`config.mk`:
```
export PLATFORM = sky130hd
export DESIGN_NAME = pfs_top
export DESIGN_NICKNAME = d
export VERILOG_FILES = /design/src/core/pfs_pkg.sv /design/src/core/pfs_ahb_if.sv /design/src/core/pfs_top.sv
export VERILOG_INCLUDE_DIRS = /design/src /design/src/core
export SDC_FILE = /design/constraint.sdc
export NUM_CORES = 1
export LEC_CHECK = 0
export BUFFER_PORTS_ARGS = -buffer_cell sky130_fd_sc_hd__buf_2
export CAP_MARGIN = 20
export CORE_MARGIN = 2
export CORE_UTILIZATION = 51
export DETAILED_ROUTE_END_ITERATION = 12
export GPL_TIMING_DRIVEN = 0
export PLACE_DENSITY = 0.91
export REMOVE_ABC_BUFFERS = 1
export SYNTH_ARGS = -nofsm -noshare
export SYNTH_HDL_FRONTEND = slang
export SYNTH_SLANG_ARGS = --single-unit
```
`constraint.sdc`:
```
create_clock -name clk -period 3.6 [get_ports clk]
set_input_delay 0.9 -clock clk [delete_from_list [all_inputs] [get_ports clk]]
set_output_delay 0.9 -clock clk [all_outputs]
set_load 0.05 [all_outputs]
```
`src/core/pfs_consts.svh`:
```
// constants for the port b/c/d pin function selector
`ifndef PFS_CONSTS_SVH
`define PFS_CONSTS_SVH

// register word index, byte address is index times four
`define PFS_IDX_PBL 3'h0
`define PFS_IDX_PBH 3'h1
`define PFS_IDX_PCL 3'h2
`define PFS_IDX_PCH 3'h3
`define PFS_IDX_PD 3'h4
`define PFS_IDX_SRC 3'h5
`define PFS_IDX_STS 3'h6
`define PFS_IDX_LSB 2
`define PFS_IDX_MSB 4
`define PFS_HIT_LSB 5

// reset values and implemented bits
`define PFS_RST_SEL 8'h00
`define PFS_RST_HI 6'h00
`define PFS_RST_SRC 1'b0
`define PFS_HI_W 6
`define PFS_SRC_EXTERNAL_INTERRUPT_ONE_BIT 0

// two-bit field numbers and select codes
`define PFS_F0 0
`define PFS_F1 1
`define PFS_F2 2
`define PFS_F3 3
`define PFS_SEL0 2'b00
`define PFS_SEL1 2'b01
`define PFS_SEL2 2'b10
`define PFS_SEL3 2'b11

// pin numbering: port b, then c, then d
`define PFS_NPIN 18
`define PFS_PB 0
`define PFS_PC 7
`define PFS_PD 14

// bus codes
`define PFS_HTRANS_NONSEQ 2'b10
`define PFS_WORD_ZERO 32'h0000_0000

`endif

```
`src/core/pfs_pkg.sv`:
```
// types shared by the pin function selector
package pfs_pkg;

  // function that a pin currently carries
  typedef enum logic [3:0] {
    PFS_FN_GPIO, PFS_FN_CTMR, PFS_FN_STMR, PFS_FN_PTMR, PFS_FN_TX,
    PFS_FN_RX, PFS_FN_SCK, PFS_FN_CSEL, PFS_FN_SOUT, PFS_FN_SIN,
    PFS_FN_CKOUT, PFS_FN_LCD, PFS_FN_ANA, PFS_FN_XTAL, PFS_FN_OSC,
    PFS_FN_CMP
  } pfs_fn_t;

  // peripheral drive toward the pins
  typedef struct packed {
    logic compact_timer_output;
    logic standard_timer_output;
    logic periodic_timer_output;
    logic uart_tx;
    logic clock_output_pin;
    logic serial_data_out_line;
    logic sck_o;
    logic sck_oe;
    logic csel_o;
    logic csel_oe;
    logic sda_o;
    logic sda_oe;
  } pfs_periph_out_t;

  // pin levels handed to the peripherals
  typedef struct packed {
    logic external_interrupt_zero;
    logic external_interrupt_one;
    logic standard_timer_clock_input;
    logic uart_rx;
    logic serial_data_in_line;
    logic sck_i;
    logic serial_chip_select;
  } pfs_periph_in_t;

endpackage

```
`src/core/pfs_ahb_if.sv`:
```
// ahb-lite address decode and data-phase tracking
`timescale 1ns/1ns
`include "pfs_consts.svh"

module pfs_ahb_if import pfs_pkg::*; (
  input wire logic clk,
  input wire logic rst,
  input wire logic hsel,
  input wire logic [31:0] haddr,
  input wire logic [1:0] htrans,
  input wire logic hwrite,
  input wire logic hready,
  output logic wr_stb,
  output logic [2:0] wr_idx,
  output logic rd_now,
  output logic [2:0] rd_idx
);

  logic take;
  logic hit;
  logic wr_stb_reg;
  logic [2:0] wr_idx_reg;

  // a transfer is taken on nonseq with the bus ready
  assign take = hsel && hready && (htrans == `PFS_HTRANS_NONSEQ);
  assign hit = (haddr[31:`PFS_HIT_LSB] == '0) && (haddr[1:0] == 2'b00);
  assign rd_idx = haddr[`PFS_IDX_MSB:`PFS_IDX_LSB];
  assign rd_now = take && !hwrite && hit;
  assign wr_stb = wr_stb_reg;
  assign wr_idx = wr_idx_reg;

  // write is held over into its data phase, where hwdata stands
  always_ff @(posedge clk) begin
    if (rst) begin
      wr_stb_reg <= 1'b0;
      wr_idx_reg <= `PFS_IDX_PBL;
    end else begin
      wr_stb_reg <= take && hwrite && hit;
      wr_idx_reg <= rd_idx;
    end
  end

endmodule // pfs_ahb_if

```
`src/core/pfs_top.sv`:
```
// pin function selector for ports b, c and d with ahb-lite registers
// Behaviour
// - b low bits 7:6 route b3: gpio, compact timer, lcd 11, analog 7
// - b low bits 5:4 route b2: gpio/timer clock, timer out, lcd, analog 2
// - b low bits 3:2 route b1: gpio/external_interrupt_one, lcd 9, analog 1, crystal 2
// - b low bits 1:0 route b0: gpio/external_interrupt_zero, lcd 8, analog 0, crystal 1
// - b high bits 5:4 route b6: gpio, serial clock, comparator +, lcd 14
// - b high bits 3:2 route b5: gpio, chip select, comparator -, lcd 13
// - b high bits 1:0 route b4: gpio, clock output, lcd 12, analog 8
// - b high bits 7:6 are absent and always read zero
// - c low bits 7:6 route c3: gpio twice, serial data out, lcd 18
// - c low bits 5:4 route c2: gpio twice, serial data out, lcd 17
// - c low bits 3:2 route c1: gpio, uart rx, lcd 16, oscillator 2
// - c low bits 1:0 route c0: gpio, uart tx, lcd 15, oscillator 1
// - c high bits 5:4 route c6: gpio twice, chip select, lcd 21
// - d bits 5:4 route d2: gpio, uart tx, lcd segment 24, analog 10
// - d bits 3:2 route d1: gpio, uart rx, lcd segment 23, analog 11
// - d bits 1:0 route d0: gpio twice, periodic timer, lcd 22
// - interrupt one comes from b1 when source bit clear, a2 when set
//
// Register access over AHB-Lite and the register offsets are this design's own decisions.
`timescale 1ns/1ns
`include "pfs_consts.svh"

module pfs_top import pfs_pkg::*; (
  input wire logic clk,
  input wire logic rst,
  input wire logic hsel,
  input wire logic [31:0] haddr,
  input wire logic [1:0] htrans,
  input wire logic hwrite,
  input wire logic [2:0] hsize,
  input wire logic hready,
  input wire logic [31:0] hwdata,
  output logic [31:0] hrdata,
  output logic hreadyout,
  output logic hresp,
  input wire logic [`PFS_NPIN-1:0] pin_in,
  input wire logic pin_a2_in,
  input wire logic [`PFS_NPIN-1:0] gpio_out,
  input wire logic [`PFS_NPIN-1:0] gpio_oe,
  input wire pfs_periph_out_t per_out,
  output pfs_periph_in_t per_in,
  output logic [`PFS_NPIN-1:0] pin_out,
  output logic [`PFS_NPIN-1:0] pin_oe,
  output logic [`PFS_NPIN-1:0] lcd_en,
  output logic [`PFS_NPIN-1:0] ana_en,
  output logic [`PFS_NPIN-1:0] xtal_en,
  output logic [`PFS_NPIN-1:0] osc_en,
  output logic [`PFS_NPIN-1:0] cmp_en
);

  // pick field k of a select register
  function automatic logic [1:0] fld(input logic [7:0] r, input int k);
    fld = r[2*k +: 2];
  endfunction

  // map a field code onto the four functions of a pin
  function automatic pfs_fn_t dec(input logic [1:0] f, input pfs_fn_t a,
                                  input pfs_fn_t b, input pfs_fn_t c,
                                  input pfs_fn_t d);
    unique case (f)
      `PFS_SEL0: dec = a;
      `PFS_SEL1: dec = b;
      `PFS_SEL2: dec = c;
      `PFS_SEL3: dec = d;
    endcase
  endfunction

  // value and enable that a function puts on its pin
  function automatic logic [1:0] drv(input pfs_fn_t f, input logic go,
                                     input logic goe,
                                     input pfs_periph_out_t p);
    unique case (f)
      PFS_FN_GPIO: drv = {go, goe};
      PFS_FN_CTMR: drv = {p.compact_timer_output, 1'b1};
      PFS_FN_STMR: drv = {p.standard_timer_output, 1'b1};
      PFS_FN_PTMR: drv = {p.periodic_timer_output, 1'b1};
      PFS_FN_TX: drv = {p.uart_tx, 1'b1};
      PFS_FN_CKOUT: drv = {p.clock_output_pin, 1'b1};
      PFS_FN_SOUT: drv = {p.serial_data_out_line, 1'b1};
      PFS_FN_SCK: drv = {p.sck_o, p.sck_oe};
      PFS_FN_CSEL: drv = {p.csel_o, p.csel_oe};
      PFS_FN_SIN: drv = {p.sda_o, p.sda_oe};
      PFS_FN_RX, PFS_FN_LCD, PFS_FN_ANA, PFS_FN_XTAL, PFS_FN_OSC,
      PFS_FN_CMP: drv = 2'b00;
    endcase
  endfunction

  logic wr_stb;
  logic [2:0] wr_idx;
  logic rd_now;
  logic [2:0] rd_idx;
  logic [7:0] pbl_reg, pcl_reg, pd_reg;
  logic [`PFS_HI_W-1:0] pbh_reg, pch_reg;
  logic src_reg;
  logic [7:0] pbl_next, pcl_next, pd_next, pbh_v, pch_v;
  logic [`PFS_HI_W-1:0] pbh_next, pch_next;
  logic src_next;
  logic [31:0] rd_val;
  logic [31:0] hrdata_reg;
  pfs_fn_t fn [`PFS_NPIN];
  logic [`PFS_NPIN-1:0] out_next, oe_next;
  logic [`PFS_NPIN-1:0] lcd_next, ana_next, xtal_next, osc_next, cmp_next;
  logic [`PFS_NPIN-1:0] out_reg, oe_reg;
  logic [`PFS_NPIN-1:0] lcd_reg, ana_reg, xtal_reg, osc_reg, cmp_reg;
  pfs_periph_in_t in_next, in_reg;

  pfs_ahb_if u_bus (
    .clk(clk),
    .rst(rst),
    .hsel(hsel),
    .haddr(haddr),
    .htrans(htrans),
    .hwrite(hwrite),
    .hready(hready),
    .wr_stb(wr_stb),
    .wr_idx(wr_idx),
    .rd_now(rd_now),
    .rd_idx(rd_idx)
  );

  // next register values; a write in its data phase is forwarded
  assign pbl_next = (wr_stb && wr_idx == `PFS_IDX_PBL) ?
                    hwdata[7:0] : pbl_reg;
  assign pbh_next = (wr_stb && wr_idx == `PFS_IDX_PBH) ?
                    hwdata[`PFS_HI_W-1:0] : pbh_reg;
  assign pcl_next = (wr_stb && wr_idx == `PFS_IDX_PCL) ?
                    hwdata[7:0] : pcl_reg;
  assign pch_next = (wr_stb && wr_idx == `PFS_IDX_PCH) ?
                    hwdata[`PFS_HI_W-1:0] : pch_reg;
  assign pd_next = (wr_stb && wr_idx == `PFS_IDX_PD) ?
                   hwdata[7:0] : pd_reg;
  assign src_next = (wr_stb && wr_idx == `PFS_IDX_SRC) ?
                    hwdata[`PFS_SRC_EXTERNAL_INTERRUPT_ONE_BIT] : src_reg;

  // high registers widened with their absent top bits as zero
  assign pbh_v = {2'b00, pbh_reg};
  assign pch_v = {2'b00, pch_reg};

  // read mux; unmapped words read as zero
  assign rd_val =
    (rd_idx == `PFS_IDX_PBL) ? {24'h00_0000, pbl_next} :
    (rd_idx == `PFS_IDX_PBH) ? {26'h000_0000, pbh_next} :
    (rd_idx == `PFS_IDX_PCL) ? {24'h00_0000, pcl_next} :
    (rd_idx == `PFS_IDX_PCH) ? {26'h000_0000, pch_next} :
    (rd_idx == `PFS_IDX_PD) ? {24'h00_0000, pd_next} :
    (rd_idx == `PFS_IDX_SRC) ? {31'h0000_0000, src_next} :
    (rd_idx == `PFS_IDX_STS) ? {14'h0000, pin_in} :
    `PFS_WORD_ZERO;

  // select registers and read data
  always_ff @(posedge clk) begin
    if (rst) begin
      pbl_reg <= `PFS_RST_SEL;
      pbh_reg <= `PFS_RST_HI;
      pcl_reg <= `PFS_RST_SEL;
      pch_reg <= `PFS_RST_HI;
      pd_reg <= `PFS_RST_SEL;
      src_reg <= `PFS_RST_SRC;
      hrdata_reg <= `PFS_WORD_ZERO;
    end else begin
      pbl_reg <= pbl_next;
      pbh_reg <= pbh_next;
      pcl_reg <= pcl_next;
      pch_reg <= pch_next;
      pd_reg <= pd_next;
      src_reg <= src_next;
      hrdata_reg <= rd_now ? rd_val : `PFS_WORD_ZERO;
    end
  end

  assign hrdata = hrdata_reg;
  assign hreadyout = 1'b1;
  assign hresp = 1'b0;

  // port b pin functions
  assign fn[`PFS_PB+0] = dec(fld(pbl_reg, `PFS_F0), PFS_FN_GPIO,
    PFS_FN_LCD, PFS_FN_ANA, PFS_FN_XTAL);
  assign fn[`PFS_PB+1] = dec(fld(pbl_reg, `PFS_F1), PFS_FN_GPIO,
    PFS_FN_LCD, PFS_FN_ANA, PFS_FN_XTAL);
  assign fn[`PFS_PB+2] = dec(fld(pbl_reg, `PFS_F2), PFS_FN_GPIO,
    PFS_FN_STMR, PFS_FN_LCD, PFS_FN_ANA);
  assign fn[`PFS_PB+3] = dec(fld(pbl_reg, `PFS_F3), PFS_FN_GPIO,
    PFS_FN_CTMR, PFS_FN_LCD, PFS_FN_ANA);
  assign fn[`PFS_PB+4] = dec(fld(pbh_v, `PFS_F0), PFS_FN_GPIO,
    PFS_FN_CKOUT, PFS_FN_LCD, PFS_FN_ANA);
  assign fn[`PFS_PB+5] = dec(fld(pbh_v, `PFS_F1), PFS_FN_GPIO,
    PFS_FN_CSEL, PFS_FN_CMP, PFS_FN_LCD);
  assign fn[`PFS_PB+6] = dec(fld(pbh_v, `PFS_F2), PFS_FN_GPIO,
    PFS_FN_SCK, PFS_FN_CMP, PFS_FN_LCD);

  // port c pin functions
  assign fn[`PFS_PC+0] = dec(fld(pcl_reg, `PFS_F0), PFS_FN_GPIO,
    PFS_FN_TX, PFS_FN_LCD, PFS_FN_OSC);
  assign fn[`PFS_PC+1] = dec(fld(pcl_reg, `PFS_F1), PFS_FN_GPIO,
    PFS_FN_RX, PFS_FN_LCD, PFS_FN_OSC);
  assign fn[`PFS_PC+2] = dec(fld(pcl_reg, `PFS_F2), PFS_FN_GPIO,
    PFS_FN_GPIO, PFS_FN_SOUT, PFS_FN_LCD);
  assign fn[`PFS_PC+3] = dec(fld(pcl_reg, `PFS_F3), PFS_FN_GPIO,
    PFS_FN_GPIO, PFS_FN_SOUT, PFS_FN_LCD);
  assign fn[`PFS_PC+4] = dec(fld(pch_v, `PFS_F0), PFS_FN_GPIO,
    PFS_FN_GPIO, PFS_FN_SIN, PFS_FN_LCD);
  assign fn[`PFS_PC+5] = dec(fld(pch_v, `PFS_F1), PFS_FN_GPIO,
    PFS_FN_GPIO, PFS_FN_SCK, PFS_FN_LCD);
  assign fn[`PFS_PC+6] = dec(fld(pch_v, `PFS_F2), PFS_FN_GPIO,
    PFS_FN_GPIO, PFS_FN_CSEL, PFS_FN_LCD);

  // port d pin functions
  assign fn[`PFS_PD+0] = dec(fld(pd_reg, `PFS_F0), PFS_FN_GPIO,
    PFS_FN_GPIO, PFS_FN_PTMR, PFS_FN_LCD);
  assign fn[`PFS_PD+1] = dec(fld(pd_reg, `PFS_F1), PFS_FN_GPIO,
    PFS_FN_RX, PFS_FN_LCD, PFS_FN_ANA);
  assign fn[`PFS_PD+2] = dec(fld(pd_reg, `PFS_F2), PFS_FN_GPIO,
    PFS_FN_TX, PFS_FN_LCD, PFS_FN_ANA);
  assign fn[`PFS_PD+3] = dec(fld(pd_reg, `PFS_F3), PFS_FN_GPIO,
    PFS_FN_CTMR, PFS_FN_LCD, PFS_FN_ANA);

  // per-pin drive and analog-side enables
  for (genvar i = 0; i < `PFS_NPIN; i++) begin : g_pin
    assign {out_next[i], oe_next[i]} =
      drv(fn[i], gpio_out[i], gpio_oe[i], per_out);
    assign lcd_next[i] = (fn[i] == PFS_FN_LCD);
    assign ana_next[i] = (fn[i] == PFS_FN_ANA);
    assign xtal_next[i] = (fn[i] == PFS_FN_XTAL);
    assign osc_next[i] = (fn[i] == PFS_FN_OSC);
    assign cmp_next[i] = (fn[i] == PFS_FN_CMP);
  end

  // input routing; gpio-shared inputs rely on the pin being an input
  assign in_next.external_interrupt_zero =
    (fn[`PFS_PB+0] == PFS_FN_GPIO) && pin_in[`PFS_PB+0];
  assign in_next.external_interrupt_one = src_reg ? pin_a2_in :
    ((fn[`PFS_PB+1] == PFS_FN_GPIO) && pin_in[`PFS_PB+1]);
  assign in_next.standard_timer_clock_input =
    (fn[`PFS_PB+2] == PFS_FN_GPIO) && pin_in[`PFS_PB+2];
  // receive idles high when no pin carries it; c1 takes priority
  assign in_next.uart_rx =
    (fn[`PFS_PC+1] == PFS_FN_RX) ? pin_in[`PFS_PC+1] :
    (fn[`PFS_PD+1] == PFS_FN_RX) ? pin_in[`PFS_PD+1] : 1'b1;
  assign in_next.serial_data_in_line =
    (fn[`PFS_PC+4] == PFS_FN_SIN) && pin_in[`PFS_PC+4];
  assign in_next.sck_i =
    (fn[`PFS_PB+6] == PFS_FN_SCK) ? pin_in[`PFS_PB+6] :
    (fn[`PFS_PC+5] == PFS_FN_SCK) && pin_in[`PFS_PC+5];
  // chip select is active low and idles high
  assign in_next.serial_chip_select =
    (fn[`PFS_PB+5] == PFS_FN_CSEL) ? pin_in[`PFS_PB+5] :
    (fn[`PFS_PC+6] == PFS_FN_CSEL) ? pin_in[`PFS_PC+6] : 1'b1;

  // pin-side output flops
  always_ff @(posedge clk) begin
    if (rst) begin
      out_reg <= '0;
      oe_reg <= '0;
      lcd_reg <= '0;
      ana_reg <= '0;
      xtal_reg <= '0;
      osc_reg <= '0;
      cmp_reg <= '0;
      in_reg <= '0;
    end else begin
      out_reg <= out_next;
      oe_reg <= oe_next;
      lcd_reg <= lcd_next;
      ana_reg <= ana_next;
      xtal_reg <= xtal_next;
      osc_reg <= osc_next;
      cmp_reg <= cmp_next;
      in_reg <= in_next;
    end
  end

  assign pin_out = out_reg;
  assign pin_oe = oe_reg;
  assign lcd_en = lcd_reg;
  assign ana_en = ana_reg;
  assign xtal_en = xtal_reg;
  assign osc_en = osc_reg;
  assign cmp_en = cmp_reg;
  assign per_in = in_reg;

  // routing checks, one cycle from field to pin side
  chk_b3_lcd_route: assert property (@(posedge clk) disable iff (rst)
    pbl_reg[7:6] == `PFS_SEL2 |=> lcd_en[`PFS_PB+3] && !pin_oe[`PFS_PB+3])
    else $error("b3 not on lcd line");

  chk_b2_timer_out: assert property (@(posedge clk) disable iff (rst)
    pbl_reg[5:4] == `PFS_SEL1 |=> pin_oe[`PFS_PB+2] &&
      pin_out[`PFS_PB+2] == $past(per_out.standard_timer_output))
    else $error("b2 not driven by timer");

  chk_b1_crystal_pin: assert property (@(posedge clk) disable iff (rst)
    pbl_reg[3:2] == `PFS_SEL3 |=> xtal_en[`PFS_PB+1] && !pin_oe[`PFS_PB+1]
      && (!per_in.external_interrupt_one || $past(src_reg)))
    else $error("b1 crystal routing wrong");

  chk_b0_int_route: assert property (@(posedge clk) disable iff (rst)
    pbl_reg[1:0] == `PFS_SEL0 |=>
      per_in.external_interrupt_zero == $past(pin_in[`PFS_PB+0]))
    else $error("b0 interrupt not routed");

  chk_b6_cmp_route: assert property (@(posedge clk) disable iff (rst)
    pbh_reg[5:4] == `PFS_SEL2 |=> cmp_en[`PFS_PB+6] && !lcd_en[`PFS_PB+6])
    else $error("b6 comparator routing wrong");

  chk_hi_read_zero: assert property (@(posedge clk) disable iff (rst)
    rd_now && rd_idx == `PFS_IDX_PBH |=> hrdata[31:`PFS_HI_W] == '0)
    else $error("absent high bits read nonzero");

  chk_c1_uart_rx: assert property (@(posedge clk) disable iff (rst)
    pcl_reg[3:2] == `PFS_SEL1 |=>
      per_in.uart_rx == $past(pin_in[`PFS_PC+1]) && !pin_oe[`PFS_PC+1])
    else $error("c1 receive not routed");

  chk_c0_uart_tx: assert property (@(posedge clk) disable iff (rst)
    pcl_reg[1:0] == `PFS_SEL1 |=> pin_oe[`PFS_PC+0] &&
      pin_out[`PFS_PC+0] == $past(per_out.uart_tx))
    else $error("c0 transmit not driven");

  chk_d0_timer_out: assert property (@(posedge clk) disable iff (rst)
    pd_reg[1:0] == `PFS_SEL2 |=> pin_oe[`PFS_PD+0] &&
      pin_out[`PFS_PD+0] == $past(per_out.periodic_timer_output))
    else $error("d0 periodic timer not driven");

  chk_d3_analog_pin: assert property (@(posedge clk) disable iff (rst)
    pd_reg[7:6] == `PFS_SEL3 |=> ana_en[`PFS_PD+3] && !pin_oe[`PFS_PD+3])
    else $error("d3 analog routing wrong");

  chk_external_interrupt_one_source: assert property (@(posedge clk) disable iff (rst)
    src_reg |=> per_in.external_interrupt_one == $past(pin_a2_in))
    else $error("interrupt one not from a2");

  chk_d_write_seen: assert property (@(posedge clk) disable iff (rst)
    wr_stb && wr_idx == `PFS_IDX_PD |=> pd_reg == $past(hwdata[7:0]))
    else $error("port d select write lost");

  chk_b4_clock_out: assert property (@(posedge clk) disable iff (rst)
    pbh_reg[1:0] == `PFS_SEL1 |=> pin_oe[`PFS_PB+4] &&
      pin_out[`PFS_PB+4] == $past(per_out.clock_output_pin))
    else $error("b4 clock output not driven");

  chk_c6_csel_in: assert property (@(posedge clk) disable iff (rst)
    pch_reg[5:4] == `PFS_SEL2 && pbh_reg[3:2] != `PFS_SEL1 |=>
      per_in.serial_chip_select == $past(pin_in[`PFS_PC+6]))
    else $error("c6 chip select not routed");

endmodule // pfs_top

```
==> impl_metrics.csv, run 1 <==
group,metric,value,unit
timing,finalSetupViolCount,0,
timing,rsz0062_at_grt,"false",
floorplan,die_width,119.2,um
global_route,grt_antenna_before_repair,4,
floorplan,rows,42,
finish,finalNetCount,1120,
flow_run,timing.max_cap.violations,0,
synth,syn_avg_cell_area,9.726,um2
drt,vias,5715,
finish,drive_gt1_frac,0.2877,
global_route,grt_pass1_wl,26.63,mm
synth,synth-edff-count,0,
finish,postLayoutCoreUtil,0.6579,
cts,cts_max_level,4,
cts,cts_tree,"done",
synth,synth_cells,696,
global_route,track_usage,0.2429,
synth,ys_ff_latch,162,
timing,hold_ws,0.4408,ns
timing,worstMarginPinSlew,0.8925,ns
cts,cts_buffer_depth,2,
drt,dr.pass1.iters,5,
floorplan,dieArea,0.01421,mm2
global_route,grt_pass1_vias,5354,
critical_path,critPathMaxFanout,47,
synth,ys_warn_count,0,
finish,final_common_cell,"buf_2",
placed_design,gp_congestion,0.8706,
cts,hold_buffers,0,
floorplan,start_util,0.5173,
finish,layout_common_cells,"buf_2, dfxtp_1, nor2_1",
floorplan,die_h,119.2,um
timing,min_period,2.474,ns
cts,cts_root_buffer,"clkbuf_16",
placed_design,dp_hpwl,13.29,mm
synth,synthArstFlopShare,0,
timing,hold_viol,0,
drt,drtIter0Drc,438,
critical_path,startpoint_type,"input port",
cts,clock_latency,0.42,ns
pwr,p_leak,4.093,nW
timing,fmax,0.4042,GHz
floorplan,io_pins,308,
min_path,hold_path.class,"reg -> reg",
global_route,grt_max_degree,72,
timing,slew_viol_final,0,
timing,skew,0.008527,ns
cts,cts_setup_buffers,0,
synth,yosysSeqAreaShare,0.4791,
drt,ant_nets,0,
floorplan,core_area,0.01309,mm2
drt,route.detailed.drc,0,
timing,slew_headroom,0.4038,
cts,clock_sinks,162,
drt,routed_via_density,5.066,
critical_path,endpoint_kind,"register",
global_route,overflow,0,
run_status,status,"complete, no violations",
timing,fin_crit_sh,0.6873,
finish,synthToLayoutAreaGrowth,27.17,%
critical_path,cp.arrival,2.83,ns
pwr,power_density,490.0,mW/mm2
synth,ys_types,54,
drt,wl_per_cell,15.46,um
critical_path,worstPathRequired,3.96,ns
synth,synth_flop_cell,"dfxtp_1",
synth,netlist_area,0.006769,mm2
critical_path,timing_worst_setup_path_type,"in -> reg",
cts,cts_buffers,17,
drt,totalWireLength,17.44,mm
cts,cts-resized-gates,0,
placed_design,port_buffers,234,
timing,fin_tns_setup,0,ns
cts,clk_pin_slew,0.06,ns
finish,fillers,1049,
pwr,ir_drop,408.6,uV
-- report_power, final --
part | leakage [nW] | switching (W) | internal (W) | total, W
Sequential | 1.32 | 0.00000923 | 0.00183 | 0.00184
Combinational | 2.46 | 0.000332 | 0.000101 | 0.000433
Clock | 0.313 | 0.000688 | 0.00126 | 0.00195
-- per-layer routing --
layer  routed length, um  global-route usage  vias up
met4                 523              0.1235        4
met5                  35                   0        -
met1                6734              0.2773     2625
li1                    -                   -     2755
met2                8609              0.4102      283
met3                1535             0.07423       48
-- path summary, 6_finish.rpt --
kind	startpoint	to	slack, ns	depth (start not counted)
hold / removal	pcl_reg[4]	lcd_en[9]	0.44	2
setup reg to reg	pbl_reg[4]	pin_out[2]	1.51	7
setup / recovery	rst	hrdata[14]	1.13	6
hold reg to reg	pcl_reg[4]	lcd_en[9]	0.44	2
-- cell usage after synthesis, types with 2 or more instances --
library cell	n	area, um2
and3_1	2	12.51
a211oi_1	4	30.03
mux2_2	3	33.78
clkbuf_1	19	71.32
o32ai_1	5	43.79
a311oi_1	3	26.28
o221ai_1	2	17.52
o21ai_0	10	50.05
nor4b_2	2	30.03
nor2_1	81	304.0
nor4bb_1	3	30.03
a221oi_1	7	61.31
inv_1	31	116.4
nor3_1	17	85.08
nand4b_1	2	17.52
ha_1	42	525.5
nand2b_1	13	81.33
nor4_1	7	43.79
nor3b_1	7	52.55
nand4_1	2	12.51
a21o_1	2	15.01
o21ai_1	2	10.01
o22ai_1	9	56.30
conb_1	2	7.510
nand3_1	6	30.03
a32oi_1	2	17.52
nor2b_1	31	193.9
nand3b_1	7	52.55
and2_1	23	143.9
mux2i_1	38	380.4
and4bb_1	3	37.54
and3b_1	9	78.83
o211ai_1	2	15.01
buf_2	5	25.02
a22oi_1	3	22.52
a21oi_1	35	175.2
buf_4	46	345.3
nand2_1	30	112.6
a22o_1	2	17.52
or3_1	2	12.51
dfxtp_1	162	3243
-- cell type report --
cell class              count  area (um2)  share of cell area
clock buffers              21       460.4             0.05349
diodes                      3       7.507           0.0008721
flip-flops and latches    162        3243              0.3767
well taps                 176       220.2             0.02558
clock inverters            10       181.4             0.02108
multi-input cells         489        3171              0.3683
repair buffers            236        1209              0.1404
inverters                  31       116.4             0.01352
-- worst max-delay path: stages --
cell	delay (ns)
buf_4	0.27
nor4b_2	0.27
nand4_1	0.15
or4_1	0.71
nor2_4	0.34
and2_1	0.17
-- through the flow --
step | setup slack, ns | total power (W) | cells | area [um2]
2_1_floorplan | 1.307 | 0.002150 | 682 | 6530
3_3_place_gp | 0.02827 | 0.002297 | 1092 | 7921
3_5_place_dp | 0.7133 | 0.002306 | 1094 | 7959
4_1_cts | 1.139 | 0.004241 | 1125 | 8601
5_1_grt | 1.016 | 0.004353 | 1126 | 8603
6_report | 1.126 | 0.004218 | 1128 | 8608
-- cell families after synthesis --
| logic type | share of synthesized area |
|---|---|
| other cells | 0.001109 |
| mux | 0.06451 |
| fa+ha+maj | 0.07763 |
| flops | 0.4791 |
| buf+inv | 0.08410 |
| compound gates | 0.09279 |
| simple gates | 0.2007 |
Power figures use the tool's default switching activity.
==> run 2: changes to the inputs <==
- ABC_AREA: unset -> 1
- CORE_UTILIZATION: 51 -> 43
- PLACE_DENSITY: 0.91 -> 0.82
- clock period: 3.6 -> 2.16 ns (I/O delays scaled with it)
==> run 2 against run 1 <==
Sequential power is 66% higher; critical path type is now reg -> reg; register-to-register slack worse by 1.3 ns; routed wire length is 15% higher; die area is 22% higher; design area is 3.2% higher; sequential share of layout area is 1.2 points lower; count of clock-buffer cells in the layout is 2 lower; non-clock buffer count is 1 lower; largest cell class unchanged; area after synthesis is 3.9% higher; power is 62% higher; global-route usage is 1.8 points lower.
==> impl_metrics.csv, run 2 <==
group,metric,value,unit
drt,top_layer,"met4",
drt,m1WireLength,8.386,mm
synth,synth_area_leaders,"dfxtp_1, nand2_1, ha_1, nor2_1, inv_1",
drt,met2WireLength,9.507,mm
synth,synth-edff-count,0,
global_route,track_usage,0.2249,
synth,ys_warn_count,0,
cts,cts_max_level,4,
cts,clock_latency,0.43,ns
timing,slew_headroom,0.3713,
timing,worstMarginPinSlew,0.9419,ns
finish,register_area,0.003243,mm2
critical_path,worstPathRequired,2.51,ns
pwr,ir_drop,544.0,uV
pwr,swShare,0.2771,
drt,vias,6575,
timing,hold_ws,0.3306,ns
finish,final_common_cell,"buf_2",
floorplan,rows,46,
cts,clock_sinks,162,
finish,finalNetCount,1339,
pwr,p_int,0.004929,W
critical_path,timing_worst_setup_path_type,"reg -> reg",
synth,netlist_area,0.007032,mm2
global_route,grt_max_degree,76,
cts,cts_buffers,17,
floorplan,start_util,0.4411,
drt,ant_nets,0,
finish,synthToLayoutAreaGrowth,26.33,%
timing,min_period,1.989,ns
drt,totalWireLength,20.10,mm
placed_design,postPlaceCellArea,0.008287,mm2
pwr,power.share.clock,0.440,
drt,drtIter0Drc,461,
global_route,grt_pass1_wl,30.78,mm
timing,setup_ws,0.1708,ns
critical_path,critPathSlowestCell,"o21ai_0",
synth,yosysMostFrequentCell,"dfxtp_1",
cts,cts_tree,"done",
critical_path,crit_top_cell,"o21ai_0",
flow_run,timing.max_cap.violations,0,
placed_design,port_buffers,234,
placed_design,gp_congestion,0.8969,
synth,syn_avg_cell_area,7.727,um2
placed_design,dp_hpwl,15.41,mm
pwr,power_density,767.6,mW/mm2
synth,ys_ff_latch,162,
finish,layout_common_cells,"buf_2, dfxtp_1, nand2_1",
timing,hold_viol,0,
finish,drive_gt1_frac,0.2387,
global_route,overflow,0,
finish,fillers,1533,
drt,wl_per_cell,14.49,um
drt,route.detailed.drc,0,
critical_path,cp.arrival,2.34,ns
floorplan,dieArea,0.01739,mm2
finish,fin_area,0.008884,mm2
cts,hold_buffers,0,
pwr,pwr-share-comb,0.111,
critical_path,critPathMaxFanout,5,
floorplan,die_h,131.9,um
floorplan,core_area,0.01594,mm2
synth,synth_area_leader_cell,"dfxtp_1",
global_route,grt_pass1_vias,5989,
critical_path,endpoint_kind,"register",
cts,clk_pin_slew,0.07,ns
critical_path,max_stage_delay,0.53,ns
pwr,seqPwrFrac,0.449,
placed_design,dp_slack,-0.3182,ns
timing,rsz0062_at_grt,"false",
synth,ys_types,36,
critical_path,startpoint_type,"register",
drt,routed_via_density,4.740,
timing,skew,0.007930,ns
timing,fmax,0.5027,GHz
cts,cts_root_buffer,"clkbuf_16",
finish,multiInputGateArea,0.003100,mm2
cts,cts_setup_buffers,0,
timing,finalSetupViolCount,0,
pwr,p_leak,4.576,nW
cts,cts-resized-gates,0,
drt,wl_met3,1.795,mm
min_path,hold_path.class,"in -> reg",
drt,dr.pass1.iters,5,
floorplan,io_pins,308,
timing,slew_viol_final,0,
cts,cts_buffer_depth,2,
synth,synth_top_area_frac,0.4612,
synth,synthArstFlopShare,0,
run_status,status,"complete, no violations",
synth,yosysSeqAreaShare,0.4612,
synth,yosys-top-cells-count,"dfxtp_1, nand2_1, nor2_1, inv_1, o21ai_0",
synth,synth_flop_cell,"dfxtp_1",
synth,synth_cells,910,
critical_path,crit_chain,"inv_1 -> ha_1 -> o21ai_0 -> nand4_1 -> o21ai_0 -> nor2_1 -> a21oi_1",
timing,fin_crit_sh,0.9209,
global_route,grt_antenna_before_repair,1,
floorplan,die_width,131.9,um
pwr,p_sw,0.001889,W
run 2: cell types whose count changed in the layout (fill, tap and decap cells not counted), sizes merged, moves of 13 or more:
cell / delta
and2: -23
nand2: +121
nor3: +19
inv: +97
nand2b: -13
mux2i: -38
nor2b: -31
nor2: +57
nand3: +35
o21ai: +51
run 2: worst max-delay path, delay by kind of cell (launching register included):
kind | cells | cell delay [ns]
AO/OA/AOI/OAI | 3 | 0.81
flip-flops | 1 | 0.41
AND/OR/NAND/NOR | 2 | 0.30
adder cells (fa/ha/maj) | 1 | 0.25
buffers and inverters | 1 | 0.14
run 2: cell families after synthesis:
| kind of cell | count (synthesis) | share of synthesized area |
|---|---|---|
| and+or+nand+nor | 386 | 0.2358 |
| adders and majority gates | 42 | 0.07473 |
| AOI/OAI and AO/OA | 125 | 0.09769 |
| buffers and inverters | 193 | 0.1295 |
| DFF | 162 | 0.4612 |
| other | 2 | 0.001068 |
run 2: cell type report:
type / instances / share of cell area
Sequential cell: 162 / 0.3651
Multi-Input combinational cell: 612 / 0.3490
Timing Repair Buffer: 235 / 0.1352
Inverter: 128 / 0.05408
Clock buffer: 19 / 0.04873
Tap cell: 216 / 0.03042
Clock inverter: 13 / 0.01690
Antenna cell: 2 / 0.0005634
run 2: routing by layer:
metal / global-route usage / up-vias
li1: - / 3285
met1: 0.2781 / 2943
met2: 0.3799 / 313
met3: 0.05805 / 34
met4: 0.07850 / 0
met5: 0 / -
run 2: through the flow:
stage                     instances    util  power [W]  setup TNS [ns]
final                          1387  0.5572   0.006819               0
after global routing           1386  0.5571   0.007064               0
after CTS                      1385  0.5563   0.006888               0
after detailed placement       1353  0.5198   0.003879          -4.380
after global placement         1352  0.5179   0.003870          -59.32
after floorplan                 902       -   0.003614               0
run 2: worst paths after layout:
check	slack, ns	cells past startpoint	endpoint	startpoint
max	0.17	7	pin_out[17]	pd_reg[6]
min	0.33	3	hrdata[10]	pin_in[10]
max reg2reg	0.17	7	pin_out[17]	pd_reg[6]
min reg2reg	0.42	1	lcd_en[8]	pcl_reg[2]
run 2: power groups by stage:
stage,logic (W),clock network [W],registers (W)
after floorplan,0.000294,0,0.00332
after global placement,0.000744,0,0.00313
after detailed placement,0.000753,0,0.00313
after CTS,0.000754,0.00308,0.00306
after global routing,0.000804,0.00320,0.00306
final,0.000758,0.00300,0.00306
==> run 3: changes to the inputs <==
- BUFFER_PORTS_ARGS: -buffer_cell sky130_fd_sc_hd__buf_2 -> -buffer_cell sky130_fd_sc_hd__buf_4
==> run 3 against run 2 <==
Largest power group is now clock; maximum frequency decreased by 0.75%; via count decreased by 0.99%; utilization increased by 3.6 points; non-clock buffer count decreased by 1; critical endpoint is now pin_out[11]; sequential power about the same; register-to-register slack improved by 0.09 ns; die area unchanged; design area increased by 6.5%; worst hold slack improved by 0.00056 ns; critical path type is now in -> reg; clock skew about the same.
==> impl_metrics.csv, run 3 (synthesis results as in run 2) <==
group,metric,value,unit
timing,finalSetupViolCount,0,
finish,multiInputGateArea,0.003092,mm2
global_route,grt_pass1_wl,31.24,mm
timing,slew_viol_final,0,
timing,rsz0062_at_grt,"true",
finish,postLayoutCoreUtil,0.5935,
global_route,overflow,0,
placed_design,dp.cells,1352,
min_path,hold_path.class,"in -> reg",
critical_path,critPathMaxFanout,107,
timing,fmax,0.4989,GHz
floorplan,rows,46,
pwr,p_leak,4.701,nW
critical_path,max_stage_delay,0.69,ns
drt,dr.pass1.iters,5,
finish,synthToLayoutAreaGrowth,34.56,%
floorplan,die_h,131.9,um
finish,drive_gt1_frac,0.2389,
critical_path,rrSetupSlack,0.26,ns
finish,diodes,0,
placed_design,postPlaceCellArea,0.008842,mm2
cts,clock_sinks,162,
run_status,status,"complete, no violations",
finish,fin_area,0.009462,mm2
drt,wl_per_cell,14.56,um
critical_path,reg2reg_from,"u_bus.wr_idx[1]",
critical_path,startpoint_type,"input port",
drt,routed_via_density,4.704,
timing,worstMarginPinSlew,0.9490,ns
timing,slew_headroom,0.3666,
drt,drtIter0Drc,553,
timing,hold_viol,0,
finish,stdcell_count,1384,
cts,hold_buffers,0,
floorplan,io_pins,308,
min_path,min_to,"hrdata[14]",
critical_path,timing_worst_setup_path_type,"in -> reg",
cts,cts_max_level,4,
floorplan,die_width,131.9,um
min_path,min_from,"pin_in[14]",
timing,hold_ws,0.3311,ns
min_path,min_path_cells,3,
flow_run,timing.max_cap.violations,0,
global_route,track_usage,0.2276,
timing,setup_ws,0.1557,ns
placed_design,dp_hpwl,15.35,mm
timing,fin_crit_sh,0.9279,
critical_path,crit_chain,"buf_6 -> inv_1 -> nand3_1 -> o21ai_0",
drt,route.detailed.drc,0,
cts,cts_buffer_depth,2,
drt,vias,6510,
cts,cts_root_buffer,"clkbuf_16",
critical_path,reg2regPathDepth,7,
cts,cts_buffers,17,
cts,cts_tree,"done",
placed_design,gp_congestion,0.8702,
placed_design,port_buffers,234,
drt,ant_nets,0,
timing,skew,0.007474,ns
floorplan,dieArea,0.01739,mm2
finish,register_area,0.003243,mm2
timing,min_period,2.004,ns
finish,final_common_cell,"buf_4",
placed_design,dp_slack,-0.6044,ns
global_route,grt_pass1_vias,6007,
global_route,grt_antenna_before_repair,0,
critical_path,worstPathRequired,2.47,ns
global_route,grt_max_degree,108,
cts,clock_latency,0.43,ns
finish,fillers,1488,
critical_path,r2r-end,"hrdata[3]",
pwr,ir_drop,558.7,uV
floorplan,core_area,0.01594,mm2
pwr,power_density,743.7,mW/mm2
critical_path,cp.arrival,2.31,ns
critical_path,critPathSlowestCell,"inv_1",
cts,clk_pin_slew,0.06,ns
finish,layout_common_cells,"buf_4, dfxtp_1, nand2_1",
drt,totalWireLength,20.15,mm
floorplan,start_util,0.4411,
critical_path,endpoint_kind,"register",
finish,finalNetCount,1338,
[run 3: changes by cell type in the layout (fill, tap and decap cells not counted), moves of 2 or more]
cell	delta
buf_4	+232
clkinvlp_4	-2
buf_2	-233
diode_2	-2
[run 3: how the worst max path moves through the flow]
stage | slack, ns | depth (start not counted) | end | from
2_1_floorplan | 0.69 | 7 | pin_out[17] | pd_reg[6]
3_3_place_gp | -0.62 | 4 | pin_out[11] | rst
3_5_place_dp | -0.60 | 4 | pin_out[11] | rst
4_1_cts | 0.21 | 4 | pin_out[11] | rst
5_1_grt | -0.04 | 4 | pin_out[11] | rst
6_report | 0.16 | 4 | pin_out[11] | rst
[run 3: worst max-delay path, delay by kind of cell]
| family | cells | cell delay, ns |
|---|---|---|
| compound gates | 1 | 0.10 |
| buf+inv | 2 | 1.27 |
| simple gates | 1 | 0.33 |
[run 3: metrics by stage]
step | TNS [ns] | total power (W)
2_1_floorplan | 0 | 0.003614
3_3_place_gp | -13.44 | 0.003963
3_5_place_dp | -13.63 | 0.003966
4_1_cts | 0 | 0.007088
5_1_grt | -0.03762 | 0.007286
6_report | 0 | 0.007036
[run 3: power by group]
part           switching, W  internal, W
Combinational      0.000592     0.000250
Clock               0.00126      0.00187
Sequential        0.0000184      0.00304
[run 3: layout make-up]
type / count / area share
clock buffer: 19 / 0.04681
sequential: 162 / 0.3428
multi-input combinational: 612 / 0.3268
timing repair buffer: 234 / 0.1861
tap: 216 / 0.02856
inverter: 128 / 0.05078
clock inverter: 13 / 0.01825
[run 3: what timing repair did]
item | in CTS | in global routing
gates resized for setup | 1 | 0
endpoints found under the setup margin | 16 | 1
setup buffers | 0 | 0
[run 3: layer usage]
layer  vias up  track usage  share of wire
li1       3273            -              -
met1      2924       0.2871           0.43
met2       286       0.3840           0.48
met3        27      0.05652          0.074
met4         0      0.07005          0.017
met5         -            0              0
